### src/inc/gtl_pkg.sv
// ==========================================================
// shared constants for gain trim and map lock checksum block
// ==========================================================
package gtl_pkg;

    // register bus geometry
    localparam int ADDR_W = 5;
    localparam int DATA_W = 24;

    // register addresses on the plain register port
    localparam logic [4:0] ADDR_CONFIG      = 5'h0E;
    localparam logic [4:0] ADDR_OFFSET_CH0  = 5'h0F;
    localparam logic [4:0] ADDR_GAIN_CH0    = 5'h10;
    localparam logic [4:0] ADDR_OFFSET_CH1  = 5'h11;
    localparam logic [4:0] ADDR_GAIN_CH1    = 5'h12;
    localparam logic [4:0] ADDR_IRQ_STATUS  = 5'h1C;
    localparam logic [4:0] ADDR_IRQ_MASK    = 5'h1D;
    localparam logic [4:0] ADDR_LOCK_CSUM   = 5'h1F;

    // lock and checksum register layout
    localparam int LOCK_LSB = 16;
    localparam int LOCK_MSB = 23;
    localparam logic [7:0]  UNLOCK_KEY  = 8'hA5;
    localparam logic [15:0] CSUM_RESET  = 16'h0000;

    // configuration register bits
    localparam int CFG_W          = 2;
    localparam int CFG_GAIN_EN    = 0;
    localparam int CFG_OFFSET_EN  = 1;
    localparam logic [1:0] CFG_RESET = 2'h0;

    // interrupt status and mask bits
    localparam int IRQ_W        = 2;
    localparam int IRQ_CSUM     = 0;
    localparam int IRQ_SAT      = 1;
    localparam logic [1:0] IRQ_RESET = 2'h0;

    // trim value reset and gain arithmetic
    localparam logic [23:0] TRIM_RESET  = 24'h000000;
    localparam int          GAIN_FRAC   = 23;
    localparam logic signed [24:0] GAIN_ONE = 25'sh0800000;
    localparam logic [23:0] CODE_MAX    = 24'h7FFFFF;
    localparam logic [23:0] CODE_MIN    = 24'h800000;

    // checksum engine: ccitt polynomial, all-ones start, msb first
    localparam logic [15:0] CRC_POLY    = 16'h1021;
    localparam logic [15:0] CRC_INIT    = 16'hFFFF;
    localparam int          MSG_WORDS   = 6;
    localparam int          MSG_W       = MSG_WORDS * DATA_W;
    localparam int          CRC_PERIOD_PERIODS = 12;
    localparam int          CRC_PERIOD_CYC = CRC_PERIOD_PERIODS;
    localparam int          CRC_CHUNK   = MSG_W / CRC_PERIOD_CYC;
    localparam logic [3:0]  CRC_LAST    = 4'(CRC_PERIOD_CYC - 1);
    localparam logic [3:0]  CNT_ZERO    = 4'h0;
    localparam logic [3:0]  CNT_ONE     = 4'h1;

    // checksum sequencer states, one-hot
    typedef enum logic [1:0] {
        CS_IDLE = 2'b01,
        CS_RUN  = 2'b10
    } gtl_csum_state_t;

endpackage

### src/hw/gtl_top.sv
`timescale 1ns/1ps
// Functional notes
// - gain trim is 24-bit signed two's complement, range minus one to below one
// - output equals (gain trim plus one) times code, applied after offset trim
// - one gain trim lsb changes the multiplier by two to the minus 23
// - gain enable clear bypasses gain trim; stored value is kept
// - lock key sits in bits 23:16, reset value 0xA5
// - with key 0xA5 every register accepts writes
// - unlocked: no checksum computed, checksum field and checksum interrupt held clear
// - locked: only the lock/checksum register accepts writes
// - locked: reads of other registers return undefined data (zero here)
// - locked: checksum recomputed continuously, interrupt only when enabled
// - checksum bits 15:0 are a crc-16 over the writable registers
// - checksum field is read-only to host writes
// - checksum field updates every 12 modulator clock periods while locked
// - key equal to 0xA5 returns checksum field to 0x0000
// - offset trim adds a 24-bit signed per-channel offset to the raw code
// - gain trim registers for channel 0 and 1 sit at 0x10 and 0x12
module gtl_top
    import gtl_pkg::*;
(
    input  wire logic        clock,
    input  wire logic        sys_rst,
    input  wire logic [4:0]  reg_addr,
    input  wire logic [23:0] reg_wr_data,
    input  wire logic        reg_wr,
    input  wire logic        reg_rd,
    output logic      [23:0] reg_rd_data,
    input  wire logic        raw_valid,
    input  wire logic [23:0] raw_code_ch0,
    input  wire logic [23:0] raw_code_ch1,
    output logic             trim_valid,
    output logic      [23:0] trim_code_ch0,
    output logic      [23:0] trim_code_ch1,
    output logic             irq
);

    // ==========================================================
    // state
    // ==========================================================
    typedef struct packed {
        logic [7:0]        lock;
        logic [15:0]       csum;
        logic              csum_valid;
        logic [1:0]        cfg;
        logic [1:0][23:0]  offset;
        logic [1:0][23:0]  gain;
        logic [1:0]        status;
        logic [1:0]        mask;
        gtl_csum_state_t   fsm;
        logic [3:0]        cnt;
        logic [143:0]      msg;
        logic [15:0]       acc;
        logic              s1_valid;
        logic [1:0][23:0]  s1_code;
        logic              out_valid;
        logic [1:0][23:0]  out_code;
        logic [23:0]       rd_data;
        logic              irq;
    } gtl_state_t;

    gtl_state_t st;
    gtl_state_t next_st;

    // ==========================================================
    // arithmetic helpers
    // ==========================================================
    // crc over one chunk of message bits, msb first
    function automatic logic [15:0] crc_step(input logic [15:0] c, input logic [11:0] d);
        logic [15:0] r;
        logic        fb;
        r = c;
        for (int i = CRC_CHUNK - 1; i >= 0; i--) begin
            fb = r[15] ^ d[i];
            r  = {r[14:0], 1'b0};
            if (fb) begin
                r = r ^ CRC_POLY;
            end
        end
        return r;
    endfunction

    // clamp a wide signed value to the code range; top bit flags clamping
    function automatic logic [24:0] clamp26(input logic [25:0] s);
        logic [24:0] r;
        r = {1'b0, s[23:0]};
        if (s[25:23] != 3'b000 && s[25:23] != 3'b111) begin
            r = s[25] ? {1'b1, CODE_MIN} : {1'b1, CODE_MAX};
        end
        return r;
    endfunction

    // offset trim: signed add, saturating
    function automatic logic [24:0] offset_apply(input logic [23:0] code, input logic [23:0] o);
        logic signed [25:0] s;
        s = 26'($signed(code)) + 26'($signed(o));
        return clamp26(s);
    endfunction

    // gain trim: code * (g + 1.0), g in q1.23
    function automatic logic [24:0] gain_apply(input logic [23:0] code, input logic [23:0] g);
        logic signed [24:0] m;
        logic signed [48:0] p;
        m = $signed({g[23], g}) + GAIN_ONE;
        p = 49'($signed(code)) * 49'(m);
        return clamp26(p[GAIN_FRAC + 25:GAIN_FRAC]);
    endfunction

    // snapshot of the writable map, lowest address first
    function automatic logic [143:0] map_message(input gtl_state_t s);
        return {22'h000000, s.cfg, s.offset[0], s.gain[0], s.offset[1], s.gain[1],
                22'h000000, s.mask};
    endfunction

    // ==========================================================
    // next state
    // ==========================================================
    logic        locked;
    logic        csum_upd;
    logic [24:0] off_r0;
    logic [24:0] off_r1;
    logic [24:0] gain_r0;
    logic [24:0] gain_r1;
    logic [1:0]  irq_set;
    logic [1:0]  irq_clr;
    logic [15:0] acc_new;

    assign locked   = (st.lock != UNLOCK_KEY);
    assign csum_upd = (st.fsm == CS_RUN) && (st.cnt == CRC_LAST);

    // trim datapath results, computed unconditionally so both stages stay short
    assign off_r0  = offset_apply(raw_code_ch0, st.offset[0]);
    assign off_r1  = offset_apply(raw_code_ch1, st.offset[1]);
    assign gain_r0 = gain_apply(st.s1_code[0], st.gain[0]);
    assign gain_r1 = gain_apply(st.s1_code[1], st.gain[1]);
    assign acc_new = crc_step(st.acc, st.msg[MSG_W - 1 -: CRC_CHUNK]);

    always_comb begin
        next_st = st;
        irq_set = IRQ_RESET;
        irq_clr = IRQ_RESET;

        // host writes; while locked only the lock key may change
        if (reg_wr) begin
            if (reg_addr == ADDR_LOCK_CSUM) begin
                next_st.lock = reg_wr_data[LOCK_MSB:LOCK_LSB];
            end else if (!locked) begin
                case (reg_addr)
                    ADDR_CONFIG:     next_st.cfg       = reg_wr_data[CFG_W-1:0];
                    ADDR_OFFSET_CH0: next_st.offset[0] = reg_wr_data;
                    ADDR_GAIN_CH0:   next_st.gain[0]   = reg_wr_data;
                    ADDR_OFFSET_CH1: next_st.offset[1] = reg_wr_data;
                    ADDR_GAIN_CH1:   next_st.gain[1]   = reg_wr_data;
                    ADDR_IRQ_STATUS: irq_clr           = reg_wr_data[IRQ_W-1:0];
                    ADDR_IRQ_MASK:   next_st.mask      = reg_wr_data[IRQ_W-1:0];
                    default:         next_st.cfg       = st.cfg;
                endcase
            end
        end

        // read data stands in the cycle after the strobe only
        next_st.rd_data = '0;
        if (reg_rd) begin
            if (reg_addr == ADDR_LOCK_CSUM) begin
                next_st.rd_data = {st.lock, st.csum};
            end else if (!locked) begin
                case (reg_addr)
                    ADDR_CONFIG:     next_st.rd_data = 24'(st.cfg);
                    ADDR_OFFSET_CH0: next_st.rd_data = st.offset[0];
                    ADDR_GAIN_CH0:   next_st.rd_data = st.gain[0];
                    ADDR_OFFSET_CH1: next_st.rd_data = st.offset[1];
                    ADDR_GAIN_CH1:   next_st.rd_data = st.gain[1];
                    ADDR_IRQ_STATUS: next_st.rd_data = 24'(st.status);
                    ADDR_IRQ_MASK:   next_st.rd_data = 24'(st.mask);
                    default:         next_st.rd_data = '0;
                endcase
            end
        end

        // checksum sequencer: chunk per cycle, whole map per period
        case (st.fsm)
            CS_IDLE: begin
                next_st.cnt = CNT_ZERO;
                next_st.acc = CRC_INIT;
                next_st.msg = map_message(st);
                if (locked) begin
                    next_st.fsm = CS_RUN;
                end
            end
            CS_RUN: begin
                next_st.acc = acc_new;
                next_st.msg = st.msg << CRC_CHUNK;
                next_st.cnt = st.cnt + CNT_ONE;
                if (csum_upd) begin
                    // a changed checksum means the locked map was disturbed
                    next_st.csum       = acc_new;
                    next_st.csum_valid = 1'b1;
                    irq_set[IRQ_CSUM]  = st.csum_valid && (acc_new != st.csum);
                    next_st.cnt        = CNT_ZERO;
                    next_st.acc        = CRC_INIT;
                    next_st.msg        = map_message(st);
                end
                if (!locked) begin
                    next_st.fsm = CS_IDLE;
                end
            end
            default: next_st.fsm = CS_IDLE;
        endcase

        // trim pipeline: offset stage then gain stage
        next_st.s1_valid   = raw_valid;
        next_st.s1_code[0] = st.cfg[CFG_OFFSET_EN] ? off_r0[23:0] : raw_code_ch0;
        next_st.s1_code[1] = st.cfg[CFG_OFFSET_EN] ? off_r1[23:0] : raw_code_ch1;
        next_st.out_valid  = st.s1_valid;
        next_st.out_code   = st.out_code;
        if (st.s1_valid) begin
            // bypass keeps the stored gain untouched
            next_st.out_code[0] = st.cfg[CFG_GAIN_EN] ? gain_r0[23:0] : st.s1_code[0];
            next_st.out_code[1] = st.cfg[CFG_GAIN_EN] ? gain_r1[23:0] : st.s1_code[1];
        end
        irq_set[IRQ_SAT] = (raw_valid && st.cfg[CFG_OFFSET_EN] && (off_r0[24] || off_r1[24]))
                         || (st.s1_valid && st.cfg[CFG_GAIN_EN] && (gain_r0[24] || gain_r1[24]));

        // sticky status: a set in the clearing cycle wins
        next_st.status = (st.status & ~irq_clr) | irq_set;

        // unlocked map holds the checksum and its interrupt at reset value
        if (next_st.lock == UNLOCK_KEY) begin
            next_st.csum             = CSUM_RESET;
            next_st.csum_valid       = 1'b0;
            next_st.status[IRQ_CSUM] = 1'b0;
        end

        // the mask bit of the checksum event is its interrupt enable
        next_st.irq = |(next_st.status & next_st.mask);
    end

    // ==========================================================
    // state register
    // ==========================================================
    always_ff @(posedge clock or posedge sys_rst) begin
        if (sys_rst) begin
            st            <= '0;
            st.lock       <= UNLOCK_KEY;
            st.csum       <= CSUM_RESET;
            st.cfg        <= CFG_RESET;
            st.offset     <= {TRIM_RESET, TRIM_RESET};
            st.gain       <= {TRIM_RESET, TRIM_RESET};
            st.status     <= IRQ_RESET;
            st.mask       <= IRQ_RESET;
            st.fsm        <= CS_IDLE;
            st.acc        <= CRC_INIT;
        end else begin
            st <= next_st;
        end
    end

    // outputs straight from the state register
    assign reg_rd_data   = st.rd_data;
    assign trim_valid    = st.out_valid;
    assign trim_code_ch0 = st.out_code[0];
    assign trim_code_ch1 = st.out_code[1];
    assign irq           = st.irq;

    // locked cycles since the last checksum update, saturating at one period;
    // a counter keeps the period check cheap where a long repetition would
    // be unrolled by the tools
    logic [3:0] lock_run;

    always_ff @(posedge clock or posedge sys_rst) begin
        if (sys_rst) begin
            lock_run <= CNT_ZERO;
        end else if (!locked) begin
            lock_run <= CNT_ZERO;
        end else if (csum_upd) begin
            lock_run <= CNT_ONE;
        end else if (lock_run != CNT_ZERO && lock_run != 4'(CRC_PERIOD_CYC)) begin
            lock_run <= lock_run + CNT_ONE;
        end
    end
endmodule

### config.mk
export PLATFORM = sky130hd
export DESIGN_NAME = gtl_top
export DESIGN_NICKNAME = d
export VERILOG_FILES = /design/src/inc/gtl_pkg.sv /design/src/hw/gtl_top.sv
export SDC_FILE = /design/constraint.sdc
export NUM_CORES = 2
export LEC_CHECK = 0
export ABC_CLOCK_PERIOD_IN_PS = 16500
export BUFFER_PORTS_ARGS = -buffer_cell sky130_fd_sc_hd__buf_2
export CORE_MARGIN = 3
export CORE_UTILIZATION = 52
export CTS_CLUSTER_DIAMETER = 150
export DETAILED_ROUTE_END_ITERATION = 10
export GPL_TIMING_DRIVEN = 0
export PLACE_DENSITY = 0.77
export SLEW_MARGIN = 20
export SYNTH_ARGS = -nofsm -noshare
export SYNTH_HDL_FRONTEND = slang
export SYNTH_SLANG_ARGS = --single-unit
### constraint.sdc
create_clock -name clock -period 16.5 [get_ports clock]
set_clock_uncertainty 0.15 [all_clocks]
set_input_delay 4.95 -clock clock [delete_from_list [all_inputs] [get_ports clock]]
set_output_delay 4.95 -clock clock [all_outputs]
set_load 0.05 [all_outputs]
==> summary.md <==
| Metric | Value |
|---|---|
| Post-synth ARST share | 100% |
| Post-Synth Adder-Cell Area | 43.0% |
| Vias in the first global route | 48600 |
| P per Cell Area | 53.2 mW/mm² |
| Synth Area in Compound Gates | 7.76% |
| Seq/Total Area, Yosys | 17.0% |
| CTS tree | done |
| DRC | 0 |
| Clk_lat worst skew | 0.61 ns |
| Status | complete, no violations |
| Overflow left after global routing | 0 |
| Tcrit/Tclk final | 62.1% |
| Reg-to-Reg End | trim_code_ch1[15]$_DFFE_PP0P_ |
| Avg Inst Size Synth | 9.26 µm² |
| Ports | 156 |
| Core area | 0.111 mm² |
| Syn nets | 7807 |
| Rows | 122 |
| Worst EP required | 16.84 ns |
| Final nets | 8008 |
| # hold bufs at CTS | 0 |
| Worst reg2reg path depth | 26 |
| Worst IR Drop VDD | 100 µV |
| CTS Buf Count | 40 |
| Reg-to-reg startpoint | st[335]$_DFFE_PP0P_ |
| Static leakage | 31.2 nW |
| Global-route wire length before repair | 287 mm |
| Synthesis-to-layout area growth | 7.19% |
| Clk slew on worst S/H paths | 0.07 ns |
| Synthesized area | 0.0585 mm² |
| Hold Path Depth | 0 |
| Die area | 0.116 mm² |
| Total iterations of the first detailed-routing run | 6 |
| Multiplexer area fraction after synthesis | 4.37% |
| WL/cell | 23.3 µm |
| Arr. time, crit path | 10.60 ns |
| Post-Synth Simple-Gate Area | 15.0% |
| Number of synthesized flops with an enable pin | 0 |
| Post-synthesis xor/xnor area fraction | 2.24% |
| Pins over their slew limit | 0 |
| Max-Cap Viols | 0 |
| Clock Tree Buf Depth | 3 |
| Final Critical Period | 10.25 ns |
| Design area | 0.0627 mm² |
| Cell Area, Placed | 0.0612 mm² |
| Worst Setup End Kind | flip-flop |
| Iteration-0 DRC count of the detailed router | 4453 |
| Relative slew slack | 19.5% |
| GRT Overall Usage | 32.6% |
| Final Hold Fails | 0 |
| Setup bufs post-CTS | 0 |
| Worst-margin pin slew | 1.21 ns |
| Pwr Total | 3.33 mW |
| Detailed-route vias per instance | 5.74 |
| IO Port Bufs | 155 |
| Clk sinks | 396 |
| Die Wd | 341 µm |
| Initial core utilization | 52.6% |
| CTS H-tree lvls | 2 |
| Post-synthesis cell type count | 94 |
| Vias | 46100 |
| Gpl congestion | 1.02 |
| Hold endpoint | trim_valid$_DFF_PP0_ |
| Crit Path Max Fanout | 10 |
| Initial antenna violation count | 9 |
| Synth Flop Type | dfrtp_1 |
| Clock Tree Root | clkbuf_16 |
| WL final | 187 mm |
| HP Start | next_st[73]$_DFF_PP0_ |
| RSZ-0062 raised after global routing | false |
| Reg-to-reg slack, setup | 6.25 ns |
| Endpoints failing setup | 0 |
| CP Class | flip-flop to flip-flop |
| Fill cell count | 9865 |
| Synthesis warning total | 0 |
| CTS resizes | 0 |
| Hold Path Class | flip-flop to flip-flop |
| Antenna viol nets, final | 0 |
| DP Wirelength | 152 mm |
| Pin count of the biggest net entering global routing | 107 |
| Largest family of logic cells by synthesized area | adder cells |
| Yosys reg bits | 396 |
| CP startpoint kind | flip-flop |
| Mapped Cells | 6314 |
| Layout cells sized above 1 | 8.00% |
| Die Y | 341 µm |
| Max Fclk | 97.5 MHz |
==> state kept, by name, summed over array words and instances, names as in the netlist <==
name and flops:
trim_code_ch0 24, next_st 1, irq 1, trim_valid 1, reg_rd_data 24, trim_code_ch1 24
st 321
==> metal layers <==
metal  global-route usage (%)  vias to the layer above  wire (µm)  part of all wire [%]
met2                     49.9                     2536      82000                    44
met4                     23.1                        6      16700                   8.9
met3                     8.03                      717      20100                    11
li1                         -                    19800          -                     -
met1                     40.5                    23100      68300                    37
met5                        0                        -         32                 0.017
==> worst max path at each step <==
| stage | start | end | cells past startpoint |
|---|---|---|---|
| after floorplan | sys_rst | irq$_DFF_PP0_ | 1 |
| after detailed placement | st[335]$_DFFE_PP0P_ | trim_code_ch1[15]$_DFFE_PP0P_ | 26 |
| final | st[335]$_DFFE_PP0P_ | trim_code_ch1[15]$_DFFE_PP0P_ | 26 |
| after CTS | st[335]$_DFFE_PP0P_ | trim_code_ch1[15]$_DFFE_PP0P_ | 26 |
| after global routing | st[333]$_DFFE_PP0P_ | trim_code_ch1[15]$_DFFE_PP0P_ | 28 |
| after global placement | sys_rst | trim_code_ch1[3]$_DFFE_PP0P_ | 2 |
==> final cells by class <==
class	instances	area [µm²]	area share (%)
multi-input cells	4331	42300	67.4
flip-flops and latches	396	9940	15.9
inverters	1153	4340	6.92
plain buffers	434	1930	3.09
well taps	1488	1860	2.97
clock buffers	55	1160	1.85
repair buffers	159	886	1.41
clock inverters	19	278	0.443
diodes	3	7.51	0.0120
==> power breakdown <==
part           internal [mW]  switching, mW
clock network          0.577          0.431
registers               1.04         0.0796
logic                  0.385          0.822
total                   2.00           1.33
==> kinds of logic after synthesis <==
kind of cell / after synthesis
AOI/OAI and AO/OA: 712
xor gates and xnor gates: 148
adders and majority gates: 1432
buffers and inverters: 1587
DFF: 396
muxes: 239
and+or+nand+nor: 1800
==> worst max-delay path, cell delays in order (launching register included) <==
cell and delay (ns):
dfrtp_1 0.34, clkbuf_1 0.77, clkbuf_1 0.66, nand2_1 0.17, fa_1 0.55, inv_1 0.05
fa_1 0.46, fa_1 0.55, inv_1 0.06, fa_1 0.50, inv_1 0.06, fa_1 0.52
fa_1 0.51, inv_1 0.05, fa_1 0.48, inv_1 0.04, ha_1 0.35, and4_1 0.23
a221oi_1 0.61, o211ai_2 0.37, a211oi_2 0.51, o311a_1 0.31, o21ai_1 0.11, xor2_1 0.17
a21oi_1 0.64, o2111ai_1 0.59, o211a_1 0.33
==> cells in the final DEF (no fill, tap or decap), drive strengths merged, types with 21 or more instances in the layout <==
cell and instances:
inv 1154, fa 964, nand2 877, and2 513, ha 447, clkbuf 394, dfrtp 375, o21ai 271
buf 254, a21oi 151, nor2 147, mux2 129, mux2i 110, xnor2 96, nor2b 71, nand2b 65
a21o 56, xor2 52, o22ai 40, a22oi 28, nand3 27, a221oi 26, a211oi 23, dfstp 21
maj3 21
==> cell usage after synthesis, drive strengths merged, types with 27 or more instances <==
master / instances / share of area [%]
and2: 513 / 5.5
nor2: 147 / 0.95
o21ai: 271 / 2.3
mux2: 129 / 2.5
xor2: 52 / 0.79
fa: 964 / 33
inv: 1152 / 7.4
xnor2: 96 / 1.5
a21oi: 151 / 1.3
nand3: 27 / 0.23
ha: 447 / 9.6
buf: 96 / 1.1
nand2b: 65 / 0.70
nand2: 877 / 5.6
clkbuf: 338 / 2.2
dfrtp: 375 / 16
a22oi: 28 / 0.36
nor2b: 71 / 0.76
o22ai: 40 / 0.44
mux2i: 110 / 1.9
a21o: 56 / 0.72
==> through the flow <==
step	cells	TNS (ns)	setup slack, ns	hold WS [ns]	util [%]
final	8038	0	6.25	0.215	56.4
after global routing	8035	0	6.05	0.251	56.4
after CTS	8035	0	6.44	0.227	56.4
after detailed placement	7961	0	6.46	0.214	55.1
after global placement	7957	-1440.87	-3.91	0.219	55.0
after floorplan	6314	0	0.424	0.202	-
No activity file was read; power rests on OpenSTA's default activity.
